[src/common/tlsc_pkg.sv]
package tlsc_pkg;

   // ****************************************
   // register map: index, byte address = 4 x index
   // ****************************************
   localparam logic [15:0] IDX_LIM_SEL   = 16'h3504;
   localparam logic [15:0] IDX_STOP_SEL  = 16'h3505;
   localparam logic [15:0] IDX_UV_SEL    = 16'h3508;
   localparam logic [15:0] IDX_IMM_FORCE = 16'h3511;
   localparam logic [15:0] IDX_STATUS    = 16'h3600;
   localparam logic [15:0] IDX_CTRL      = 16'h3601;
   localparam logic [15:0] ADR_LIM_SEL   = {IDX_LIM_SEL[13:0], 2'h0};
   localparam logic [15:0] ADR_STOP_SEL  = {IDX_STOP_SEL[13:0], 2'h0};
   localparam logic [15:0] ADR_UV_SEL    = {IDX_UV_SEL[13:0], 2'h0};
   localparam logic [15:0] ADR_IMM_FORCE = {IDX_IMM_FORCE[13:0], 2'h0};
   localparam logic [15:0] ADR_STATUS    = {IDX_STATUS[13:0], 2'h0};
   localparam logic [15:0] ADR_CTRL      = {IDX_CTRL[13:0], 2'h0};

   // ****************************************
   // reset values and encodings
   // ****************************************
   localparam logic [15:0] RST_LIM_SEL   = 16'h0001;
   localparam logic [15:0] RST_STOP_SEL  = 16'h0000;
   localparam logic [15:0] RST_UV_SEL    = 16'h0001;
   localparam logic [15:0] RST_IMM_FORCE = 16'h0000;
   localparam logic [1:0]  LIM_BOTH      = 2'h0;
   localparam logic [1:0]  LIM_OFF       = 2'h1;
   localparam logic [1:0]  LIM_EITHER    = 2'h2;
   localparam logic [1:0]  STOP_DB       = 2'h0;
   localparam logic [1:0]  STOP_FREE     = 2'h1;
   localparam logic [1:0]  STOP_IMM      = 2'h2;
   localparam logic        UV_SERVO_OFF  = 1'h0;
   localparam logic        UV_ERROR      = 1'h1;
   // 30 mm/s
   localparam logic [15:0] SPEED_STOP_MMS = 16'h001E;
   localparam logic [7:0]  ERR_TRV_MAIN  = 8'h26;
   localparam logic [3:0]  ERR_TRV_SUB   = 4'h0;
   localparam logic [7:0]  ERR_UV_MAIN   = 8'h0D;
   localparam logic [3:0]  ERR_UV_SUB    = 4'h1;
   localparam logic [7:0]  WARN_CMD_CODE = 8'hB1;
   localparam logic [1:0]  RESP_OKAY     = 2'h0;
   localparam logic [1:0]  RESP_SLVERR   = 2'h2;
   localparam int unsigned CTRL_CLR_ERR  = 0;
   localparam int unsigned CTRL_CLR_WARN = 1;

   // ****************************************
   // types
   // ****************************************
   typedef enum logic [1:0]
   {
      TLSC_RUN   = 2'h0,
      TLSC_DECEL = 2'h1,
      TLSC_AFTER = 2'h3,
      TLSC_FAULT = 2'h2
   } tlsc_state_t;

   typedef enum logic [1:0]
   {
      MTH_NONE      = 2'h0,
      MTH_DYN_BRAKE = 2'h1,
      MTH_FREE_RUN  = 2'h2,
      MTH_IMM_STOP  = 2'h3
   } tlsc_method_t;

   typedef struct packed
   {
      logic               pos_closed;
      logic               neg_closed;
      logic               cmd_pos;
      logic               cmd_neg;
      logic               other_fault;
      logic               main_pwr_ok;
      logic signed [15:0] speed_mms;
      logic signed [15:0] force_cmd;
   } tlsc_sense_t;

   localparam tlsc_sense_t SENSE_RST = '{1'b1, 1'b1, 1'b0, 1'b0, 1'b0, 1'b1,
                                         16'h0000, 16'h0000};

   typedef struct packed
   {
      tlsc_method_t       method;
      logic               fault_stop;
      logic               servo_en;
      logic               err_cnt_clear;
      logic               err_cnt_hold;
      logic signed [15:0] force_cmd;
      logic               use_imm_limit;
      logic [15:0]        imm_limit;
      logic               warn_cmd;
      logic [7:0]         err_main;
      logic [3:0]         err_sub;
   } tlsc_act_t;

   typedef struct packed
   {
      logic        awvalid;
      logic [15:0] awaddr;
      logic        wvalid;
      logic [31:0] wdata;
      logic [3:0]  wstrb;
      logic        bready;
      logic        arvalid;
      logic [15:0] araddr;
      logic        rready;
   } tlsc_axi_req_t;

   typedef struct packed
   {
      logic        awready;
      logic        wready;
      logic        bvalid;
      logic [1:0]  bresp;
      logic        arready;
      logic        rvalid;
      logic [31:0] rdata;
      logic [1:0]  rresp;
   } tlsc_axi_rsp_t;

   typedef struct packed
   {
      logic [15:0] lim_sel;
      logic [15:0] stop_sel;
      logic [15:0] uv_sel;
      logic [15:0] imm_force;
      logic        aw_have;
      logic [15:0] awaddr;
      logic        w_have;
      logic [31:0] wdata;
      logic [3:0]  wstrb;
      logic        bvalid;
      logic [1:0]  bresp;
      logic        rvalid;
      logic [31:0] rdata;
      logic [1:0]  rresp;
      tlsc_state_t st;
      logic        travel_err;
      logic        uv_err;
      logic        warn;
      tlsc_act_t   act;
   } tlsc_core_st_t;

endpackage

[src/logic/tlsc_sample.sv]
`timescale 1ns/1ps
module tlsc_sample
(
   input  wire logic                  clk,
   input  wire logic                  srst,
   input  wire tlsc_pkg::tlsc_sense_t sense_in,
   output tlsc_pkg::tlsc_sense_t      sense_q
);
   import tlsc_pkg::*;

   tlsc_sense_t q_r;
   tlsc_sense_t q_nxt;

   // ****************************************
   // one snapshot per control cycle
   // ****************************************
   // per-cycle input snapshot
   always_comb
   begin
      q_nxt = sense_in;
   end

   // limits read as closed in reset so no false error
   always_ff @(posedge clk)
   begin
      if (srst)
      begin
         q_r <= SENSE_RST;
      end
      else
      begin
         q_r <= q_nxt;
      end
   end

   assign sense_q = q_r;

endmodule

[src/logic/tlsc_core.sv]
`timescale 1ns/1ps
// Overview of operation
// - With limit selection 0 a travel-limit error is flagged only when both inputs are open.
// - With limit selection 1 both limit inputs are ignored.
// - With limit selection 2 a travel-limit error is flagged when either input is open.
// - With selection 0 an open positive input blocks positive motion only.
// - With selection 0 an open negative input blocks negative motion only.
// - With selection 0 a blocking input starts a stop using the stop selection.
// - With selection 0 and both inputs open, error 38 is raised as a drive fault.
// - With selection 2 error 38.0 is raised and the fault reaction decides the stop.
// - Any other error also hands the stop to the fault reaction.
// - Decel uses dynamic brake, free-run or immediate stop for 0/1/2 and clears the counter.
// - After stop, 0/1 zero the blocked force and hold; 2 passes force, clears once, holds.
// - Decel turns to after-stop at 30 mm/s or less and stays there whatever the speed.
// - Immediate stop keeps the servo on and limits force to the immediate-stop value when that value is non-zero.
// - Command warning B1 is raised for a command into a blocked direction when stopped.
// - The undervoltage selection picks servo-off or stop with error on power loss.
// - Undervoltage 0 turns the servo off until power returns; 1 raises error 13.1.
module tlsc_core
(
   input  wire logic                    clk,
   input  wire logic                    srst,
   input  wire tlsc_pkg::tlsc_axi_req_t axi_req,
   output tlsc_pkg::tlsc_axi_rsp_t      axi_rsp,
   input  wire tlsc_pkg::tlsc_sense_t   sense,
   output tlsc_pkg::tlsc_act_t          act
);
   import tlsc_pkg::*;

   tlsc_sense_t   snap;
   tlsc_core_st_t st_r;
   tlsc_core_st_t st_nxt;
   logic [1:0]    sel;
   logic [1:0]    ssel;
   logic          pos_open;
   logic          neg_open;
   logic          pos_blk;
   logic          neg_blk;
   logic          blk;
   logic          slow;
   logic [16:0]   spd_abs;
   logic          trv_evt;
   logic          uv_evt;
   logic          warn_evt;
   logic          fault_any;
   logic          do_wr;
   logic          wr_ctrl;
   logic          wr_ok;
   logic          clr_err;
   logic          clr_warn;
   logic [31:0]   rd_val;
   logic          rd_ok;
   logic [31:0]   status_w;

   function automatic logic [15:0] wmerge
   (
      input logic [15:0] old,
      input logic [31:0] d,
      input logic [3:0]  s
   );
      wmerge = {s[1] ? d[15:8] : old[15:8], s[0] ? d[7:0] : old[7:0]};
   endfunction

   tlsc_sample tlsc_sample_i
   (
      .clk      (clk),
      .srst     (srst),
      .sense_in (sense),
      .sense_q  (snap)
   );

   // ****************************************
   // limit and speed evaluation
   // ****************************************
   assign sel      = st_r.lim_sel[1:0];
   assign ssel     = st_r.stop_sel[1:0];
   assign pos_open = !snap.pos_closed;
   assign neg_open = !snap.neg_closed;
   assign pos_blk  = (sel == LIM_BOTH) && pos_open;
   assign neg_blk  = (sel == LIM_BOTH) && neg_open;
   assign blk      = pos_blk || neg_blk;
   assign spd_abs  = snap.speed_mms[15] ?
                     17'(-$signed({snap.speed_mms[15], snap.speed_mms})) :
                     {1'b0, snap.speed_mms};
   assign slow     = spd_abs <= {1'b0, SPEED_STOP_MMS};
   // both open error, selection 1 never matches
   assign trv_evt  = ((sel == LIM_BOTH) && pos_open && neg_open) ||
                     ((sel == LIM_EITHER) && (pos_open || neg_open));
   assign uv_evt   = !snap.main_pwr_ok && (st_r.uv_sel[0] == UV_ERROR);
   assign warn_evt = slow && ((pos_blk && snap.cmd_pos) || (neg_blk && snap.cmd_neg));

   // ****************************************
   // register bus decode
   // ****************************************
   assign do_wr    = st_r.aw_have && st_r.w_have;
   assign wr_ctrl  = st_r.awaddr[15:2] == ADR_CTRL[15:2];
   assign clr_err  = do_wr && wr_ctrl && st_r.wstrb[0] && st_r.wdata[CTRL_CLR_ERR];
   assign clr_warn = do_wr && wr_ctrl && st_r.wstrb[0] && st_r.wdata[CTRL_CLR_WARN];

   assign status_w = {st_r.act.warn_cmd ? WARN_CMD_CODE : 8'h00,
                      4'h0, st_r.act.err_sub, st_r.act.err_main,
                      st_r.act.servo_en, neg_blk, pos_blk, st_r.warn,
                      st_r.uv_err, st_r.travel_err, st_r.st};

   always_comb
   begin
      wr_ok = 1'b1;
      if (st_r.awaddr[15:2] == ADR_LIM_SEL[15:2])
      begin
         wr_ok = 1'b1;
      end
      else if (st_r.awaddr[15:2] == ADR_STOP_SEL[15:2])
      begin
         wr_ok = 1'b1;
      end
      else if (st_r.awaddr[15:2] == ADR_UV_SEL[15:2])
      begin
         wr_ok = 1'b1;
      end
      else if (st_r.awaddr[15:2] == ADR_IMM_FORCE[15:2])
      begin
         wr_ok = 1'b1;
      end
      else if (wr_ctrl)
      begin
         wr_ok = 1'b1;
      end
      else
      begin
         wr_ok = 1'b0;
      end
   end

   always_comb
   begin
      rd_val = 32'h0000_0000;
      rd_ok  = 1'b1;
      if (axi_req.araddr[15:2] == ADR_LIM_SEL[15:2])
      begin
         rd_val = {16'h0000, st_r.lim_sel};
      end
      else if (axi_req.araddr[15:2] == ADR_STOP_SEL[15:2])
      begin
         rd_val = {16'h0000, st_r.stop_sel};
      end
      else if (axi_req.araddr[15:2] == ADR_UV_SEL[15:2])
      begin
         rd_val = {16'h0000, st_r.uv_sel};
      end
      else if (axi_req.araddr[15:2] == ADR_IMM_FORCE[15:2])
      begin
         rd_val = {16'h0000, st_r.imm_force};
      end
      else if (axi_req.araddr[15:2] == ADR_STATUS[15:2])
      begin
         rd_val = status_w;
      end
      else if (axi_req.araddr[15:2] == ADR_CTRL[15:2])
      begin
         rd_val = 32'h0000_0000;
      end
      else
      begin
         rd_ok = 1'b0;
      end
   end

   always_comb
   begin
      axi_rsp.awready = !st_r.aw_have && !st_r.bvalid;
      axi_rsp.wready  = !st_r.w_have && !st_r.bvalid;
      axi_rsp.bvalid  = st_r.bvalid;
      axi_rsp.bresp   = st_r.bresp;
      axi_rsp.arready = !st_r.rvalid;
      axi_rsp.rvalid  = st_r.rvalid;
      axi_rsp.rdata   = st_r.rdata;
      axi_rsp.rresp   = st_r.rresp;
   end

   // ****************************************
   // next state
   // ****************************************
   always_comb
   begin
      st_nxt = st_r;
      if (axi_req.awvalid && axi_rsp.awready)
      begin
         st_nxt.aw_have = 1'b1;
         st_nxt.awaddr  = axi_req.awaddr;
      end
      if (axi_req.wvalid && axi_rsp.wready)
      begin
         st_nxt.w_have = 1'b1;
         st_nxt.wdata  = axi_req.wdata;
         st_nxt.wstrb  = axi_req.wstrb;
      end
      if (st_r.bvalid && axi_req.bready)
      begin
         st_nxt.bvalid = 1'b0;
      end
      if (do_wr)
      begin
         st_nxt.aw_have = 1'b0;
         st_nxt.w_have  = 1'b0;
         st_nxt.bvalid  = 1'b1;
         st_nxt.bresp   = wr_ok ? RESP_OKAY : RESP_SLVERR;
         if (st_r.awaddr[15:2] == ADR_LIM_SEL[15:2])
         begin
            st_nxt.lim_sel = wmerge(st_r.lim_sel, st_r.wdata, st_r.wstrb);
         end
         else if (st_r.awaddr[15:2] == ADR_STOP_SEL[15:2])
         begin
            st_nxt.stop_sel = wmerge(st_r.stop_sel, st_r.wdata, st_r.wstrb);
         end
         else if (st_r.awaddr[15:2] == ADR_UV_SEL[15:2])
         begin
            st_nxt.uv_sel = wmerge(st_r.uv_sel, st_r.wdata, st_r.wstrb);
         end
         else if (st_r.awaddr[15:2] == ADR_IMM_FORCE[15:2])
         begin
            st_nxt.imm_force = wmerge(st_r.imm_force, st_r.wdata, st_r.wstrb);
         end
      end
      if (st_r.rvalid && axi_req.rready)
      begin
         st_nxt.rvalid = 1'b0;
      end
      if (axi_req.arvalid && axi_rsp.arready)
      begin
         st_nxt.rvalid = 1'b1;
         st_nxt.rdata  = rd_val;
         st_nxt.rresp  = rd_ok ? RESP_OKAY : RESP_SLVERR;
      end

      // sticky flags: a new event beats a clear in the same cycle
      // error 38 latched as a drive fault
      st_nxt.travel_err = (st_r.travel_err && !clr_err) || trv_evt;
      st_nxt.uv_err     = (st_r.uv_err && !clr_err) || uv_evt;
      st_nxt.warn       = (st_r.warn && !clr_warn) || warn_evt;
      // any error hands over to the fault reaction
      fault_any = st_nxt.travel_err || st_nxt.uv_err || snap.other_fault;

      case (st_r.st)
         TLSC_RUN:
         begin
            if (fault_any)
            begin
               st_nxt.st = TLSC_FAULT;
            end
            else if (blk)
            begin
               st_nxt.st = TLSC_DECEL;
            end
         end
         TLSC_DECEL:
         begin
            if (fault_any)
            begin
               st_nxt.st = TLSC_FAULT;
            end
            else if (!blk)
            begin
               st_nxt.st = TLSC_RUN;
            end
            else if (slow)
            begin
               st_nxt.st = TLSC_AFTER;
            end
         end
         TLSC_AFTER:
         begin
            if (fault_any)
            begin
               st_nxt.st = TLSC_FAULT;
            end
            else if (!blk)
            begin
               st_nxt.st = TLSC_RUN;
            end
         end
         default:
         begin
            // leaves once latched errors are cleared by software and other_fault is low
            if (!fault_any)
            begin
               st_nxt.st = TLSC_RUN;
            end
         end
      endcase

      // ****************************************
      // actuation outputs
      // ****************************************
      st_nxt.act.method        = MTH_NONE;
      // fault reaction takes over, stop selection ignored
      st_nxt.act.fault_stop    = st_nxt.st == TLSC_FAULT;
      st_nxt.act.servo_en      = snap.main_pwr_ok || (st_r.uv_sel[0] == UV_ERROR);
      st_nxt.act.err_cnt_clear = 1'b0;
      st_nxt.act.err_cnt_hold  = 1'b0;
      st_nxt.act.force_cmd     = snap.force_cmd;
      st_nxt.act.use_imm_limit = 1'b0;
      st_nxt.act.imm_limit     = st_r.imm_force;
      st_nxt.act.warn_cmd      = st_nxt.warn;
      st_nxt.act.err_main      = st_nxt.travel_err ? ERR_TRV_MAIN :
                                 st_nxt.uv_err ? ERR_UV_MAIN : 8'h00;
      st_nxt.act.err_sub       = st_nxt.travel_err ? ERR_TRV_SUB :
                                 st_nxt.uv_err ? ERR_UV_SUB : 4'h0;
      if (st_nxt.st == TLSC_DECEL)
      begin
         // method per stop selection, counter cleared
         st_nxt.act.err_cnt_clear = 1'b1;
         if (ssel == STOP_IMM)
         begin
            // closed-loop stop, servo stays on, force limited when imm_force is non-zero
            st_nxt.act.method        = MTH_IMM_STOP;
            st_nxt.act.use_imm_limit = st_r.imm_force != 16'h0000;
         end
         else
         begin
            st_nxt.act.method    = (ssel == STOP_FREE) ? MTH_FREE_RUN : MTH_DYN_BRAKE;
            st_nxt.act.servo_en  = 1'b0;
            st_nxt.act.force_cmd = 16'sh0000;
         end
      end
      else if (st_nxt.st == TLSC_AFTER)
      begin
         if (ssel != STOP_IMM)
         begin
            st_nxt.act.err_cnt_hold = 1'b1;
            if ((pos_blk && (snap.force_cmd > 0)) || (neg_blk && (snap.force_cmd < 0)))
            begin
               st_nxt.act.force_cmd = 16'sh0000;
            end
         end
         else if (st_r.st == TLSC_DECEL)
         begin
            st_nxt.act.err_cnt_clear = 1'b1;
         end
         else
         begin
            st_nxt.act.err_cnt_hold = 1'b1;
         end
      end
   end

   always_ff @(posedge clk)
   begin
      if (srst)
      begin
         st_r           <= '0;
         st_r.lim_sel   <= RST_LIM_SEL;
         st_r.stop_sel  <= RST_STOP_SEL;
         st_r.uv_sel    <= RST_UV_SEL;
         st_r.imm_force <= RST_IMM_FORCE;
      end
      else
      begin
         st_r <= st_nxt;
      end
   end

   assign act = st_r.act;
endmodule

[config.mk]
export PLATFORM = sky130hd
export DESIGN_NAME = tlsc_core
export DESIGN_NICKNAME = d
export VERILOG_FILES = /design/src/common/tlsc_pkg.sv /design/src/logic/tlsc_sample.sv /design/src/logic/tlsc_core.sv
export SDC_FILE = /design/constraint.sdc
export NUM_CORES = 1
export LEC_CHECK = 0
export BUFFER_PORTS_ARGS = -buffer_cell sky130_fd_sc_hd__buf_2
export CAP_MARGIN = 30
export CORE_ASPECT_RATIO = 0.7
export CORE_MARGIN = 2
export CORE_UTILIZATION = 58
export DETAILED_ROUTE_END_ITERATION = 16
export PLACE_DENSITY = 0.89
export SYNTH_ARGS = -nofsm -noshare
export SYNTH_HDL_FRONTEND = slang
export SYNTH_SLANG_ARGS = --single-unit
[constraint.sdc]
create_clock -name clk -period 5.3 [get_ports clk]
set_input_delay 0.265 -clock clk [delete_from_list [all_inputs] [get_ports clk]]
set_output_delay 0.265 -clock clk [all_outputs]
set_load 0.01 [all_outputs]
==> flow_summary.toml <==
[sta]
slew_headroom_pct = 30.55
period_needed_ns = 3.317
setup_viol = 0
slew_viol_final = 0
worst_slack_ns = 1.983
finalSetupTns_ns = 0
post-route-period-util_pct = 62.59
hold_viol = 2
skew_ns = 0.02205
tightestPinTransition_ns = 1.038
timing.fmax_mhz = 301.4
rsz0062_at_grt = "no"
hold_ws_ns = -0.006188

[worst_setup_path]
path_max_fanout = 6
critPathLaunchType = "register"
slowest_delay_ns = 0.55
critPathRequiredTime_ns = 5.72
cp.arrival_ns = 3.74
end_kind = "register"
path_class = "reg2reg"
path_cells = "inv_1 > ha_1 > or3b_1 > or4b_1 > a211o_1 > a222oi_1 > nand4_1 > or4_1 > a21oi_1"
critical_path.slowest_cell = "or4_1"

[logic_synthesis]
async_flop_share_pct = 0
synth.area.top_cells = "dfxtp_1 (48%), mux2i_1 (8.4%), buf_4 (7.9%), nand2_1 (4.5%), a21oi_1 (4.4%)"
synth_simple_gate_area_share_pct = 19.62
synth-compound-area-share_pct = 12.55
yosys_register_bits = 204
synth_top_family_by_area = "simple AND/OR/NAND/NOR gates"
yosysUniqueCellTypes = 59
synth_edf_count = 0
yosysSeqAreaShare_pct = 48.01
synthCells = 937
synthMuxAreaShare_pct = 8.751
yosys.area.top_type = "dfxtp_1"
synth_area_per_cell_um2 = 9.079
ys.flop_type = "dfxtp_1"
synth_adder_area_share_pct = 0.4412
syn_area_um2 = 8507
synth_xor_area_share_pct = 0.1030
yosys_warnings = 0
yosys.area.top_type_share_pct = 48.01

[place]
hpwl_um = 13810
place.gp.congestion = 0.8546
port_buffers = 164
place_ws_ns = 2.016

[routing]
wl_per_cell_um = 16.60
drc = 0
drt_iter0_markers = 583
viasPerCell = 5.521
dr.pass1.iters = 8
antenna_left = 0
routed_wl_um = 20690
num_vias = 6879

[pwr]
p_leak_nw = 3.956
ir_drop_v = 0.0002144
p_per_area_nw_per_um2 = 336.2

[floorplan]
start_util_pct = 60.15
die-area_um2 = 15670
num_rows = 36
pin_count = 206
die_w_um = 148.8
die_y_um = 105.3
core_area_um2 = 14140

[outcome]
status = "complete, but fails checks"
violations = "hold timing"

[cells_and_area]
layout_commonest_cell = "dfxtp_1"
n_fill_cell = 1063
nNetsFinal = 1157
area_growth_syn_to_layout_pct = 15.40
layout_common_cells = "dfxtp_1 (204), buf_2 (163), nand2_1 (101)"
drive_gt1_share_pct = 20.00

[clock_network]
htreeDepth = 1
cts.sinks = 204
clkLatencyLatePin_ns = 0.51
cts_tree = "done"
clk_pin_slew_ns = 0.07
cts.path.max_buffers = 3
ctsRootBufferMaster = "clkbuf_16"
cts_buffers = 20
postCtsSetupBuffers = 0

[global_route]
track_usage_pct = 25.82
grt_pass1_wl_um = 32930
grt_start_max_net_pins = 101
overflow = 0
grt_pass1_vias = 6481
antenna_found_initial = 0

[run]
drv_cap = 0

[worst_hold_path]
hp-class = "in2reg"
## final timing paths
check / startpoint / end / slack (ns) / cells past startpoint
setup / recovery: tlsc_sample_i.sense_q[17] / act[12] / 1.98 / 9
hold / removal: sense[1] / tlsc_sample_i.sense_q[1] / -0.006 / 2
setup reg to reg: tlsc_sample_i.sense_q[17] / act[12] / 1.98 / 9
hold reg to reg: st_r[147] / st_r[147] / 0.45 / 2
## worst max-delay path, delay by kind of cell, from the launching register on
kind,cells,cell delay (ns)
and+or+nand+nor,4,1.83
AOI/OAI and AO/OA,3,0.78
buffers and inverters,1,0.07
DFF,1,0.35
adders and majority gates,1,0.22
## per-layer routing
metal  part of all wire, %  routed length, um  global-route usage, %
met1                    46               9509                  37.82
met2                    42               8765                  38.56
met3                   9.3               1931                  5.325
met4                   2.3                479                  7.347
met5                     0                  0                      0
## through the flow
stage	util [%]	hold slack (ns)	instance area [um^2]	power, mW	std cells
floorplan	-	0.3640	8574	1.811	955
global placement	62.25	0.4378	8805	1.863	1175
detailed placement	62.25	0.4442	8805	1.871	1175
CTS	69.27	0.00002201	9797	3.308	1243
global route	69.39	0.0007324	9814	3.405	1245
finish	69.41	-0.006188	9817	3.300	1246
## sequential cells by signal, indices dropped and copies added, names as in the netlist
name and cells:
st_r 81, act 43, tlsc_sample_i.sense_q 38, axi_rsp 22, st_nxt 16, sel 2, ssel 2
## cell type report
type / count / area, um^2 / area share [%]
Sequential cell: 204 / 4084 / 41.60
Multi-Input combinational cell: 604 / 3603 / 36.71
Timing Repair Buffer: 200 / 1176 / 11.98
Clock buffer: 27 / 556.8 / 5.672
Tap cell: 190 / 237.7 / 2.422
Clock inverter: 9 / 115.1 / 1.173
Inverter: 11 / 41.29 / 0.4206
Antenna cell: 1 / 2.502 / 0.02549
## power by group
group | switching, mW | internal, mW
Clock | 0.595 | 0.843
Sequential | 0.0517 | 1.58
Combinational | 0.126 | 0.104
## cell usage after synthesis, types with 2 or more instances
library cell  number
and3_1             6
or4_1              7
a222oi_1           4
or3b_2             2
o31ai_1            2
nand3_1            9
nor4_1            13
a21o_1             3
a21boi_1          10
nand4_1            5
nor2b_1           53
nand2b_1           5
buf_4             90
a32oi_1            2
mux2_2             3
or2_2              4
and2_1             6
nor4b_1            2
a22oi_1           10
nor3b_1            4
a211o_1            2
clkbuf_1          43
ha_1               3
inv_1             11
o21a_1             2
a21oi_1           75
dfxtp_1          204
nor3_1             8
o21ai_0           24
nor2_1            94
mux2i_1           71
o22ai_1            2
nand3b_1           5
buf_2              2
a21boi_0           7
a221oi_1          11
nand4b_1           2
or3_1              2
o211a_1            2
a211oi_1           8
nand2_1          101
## kinds of logic (layout without fill, tap and decap cells)
logic type	count (synthesis)	after routing
AOI/OAI and AO/OA	170	170
xor gates and xnor gates	1	1
muxes	74	74
DFF	204	204
and+or+nand+nor	337	337
adders and majority gates	3	3
buffers and inverters	147	247
other	1	20
## what timing repair did
| action | 4_1_cts | 5_1_grt |
|---|---|---|
| resized for setup | 0 | 0 |
| hold endpoints to repair | 32 | 1 |
| hold buffers | 32 | 1 |
Power figures use the tool's default switching activity.
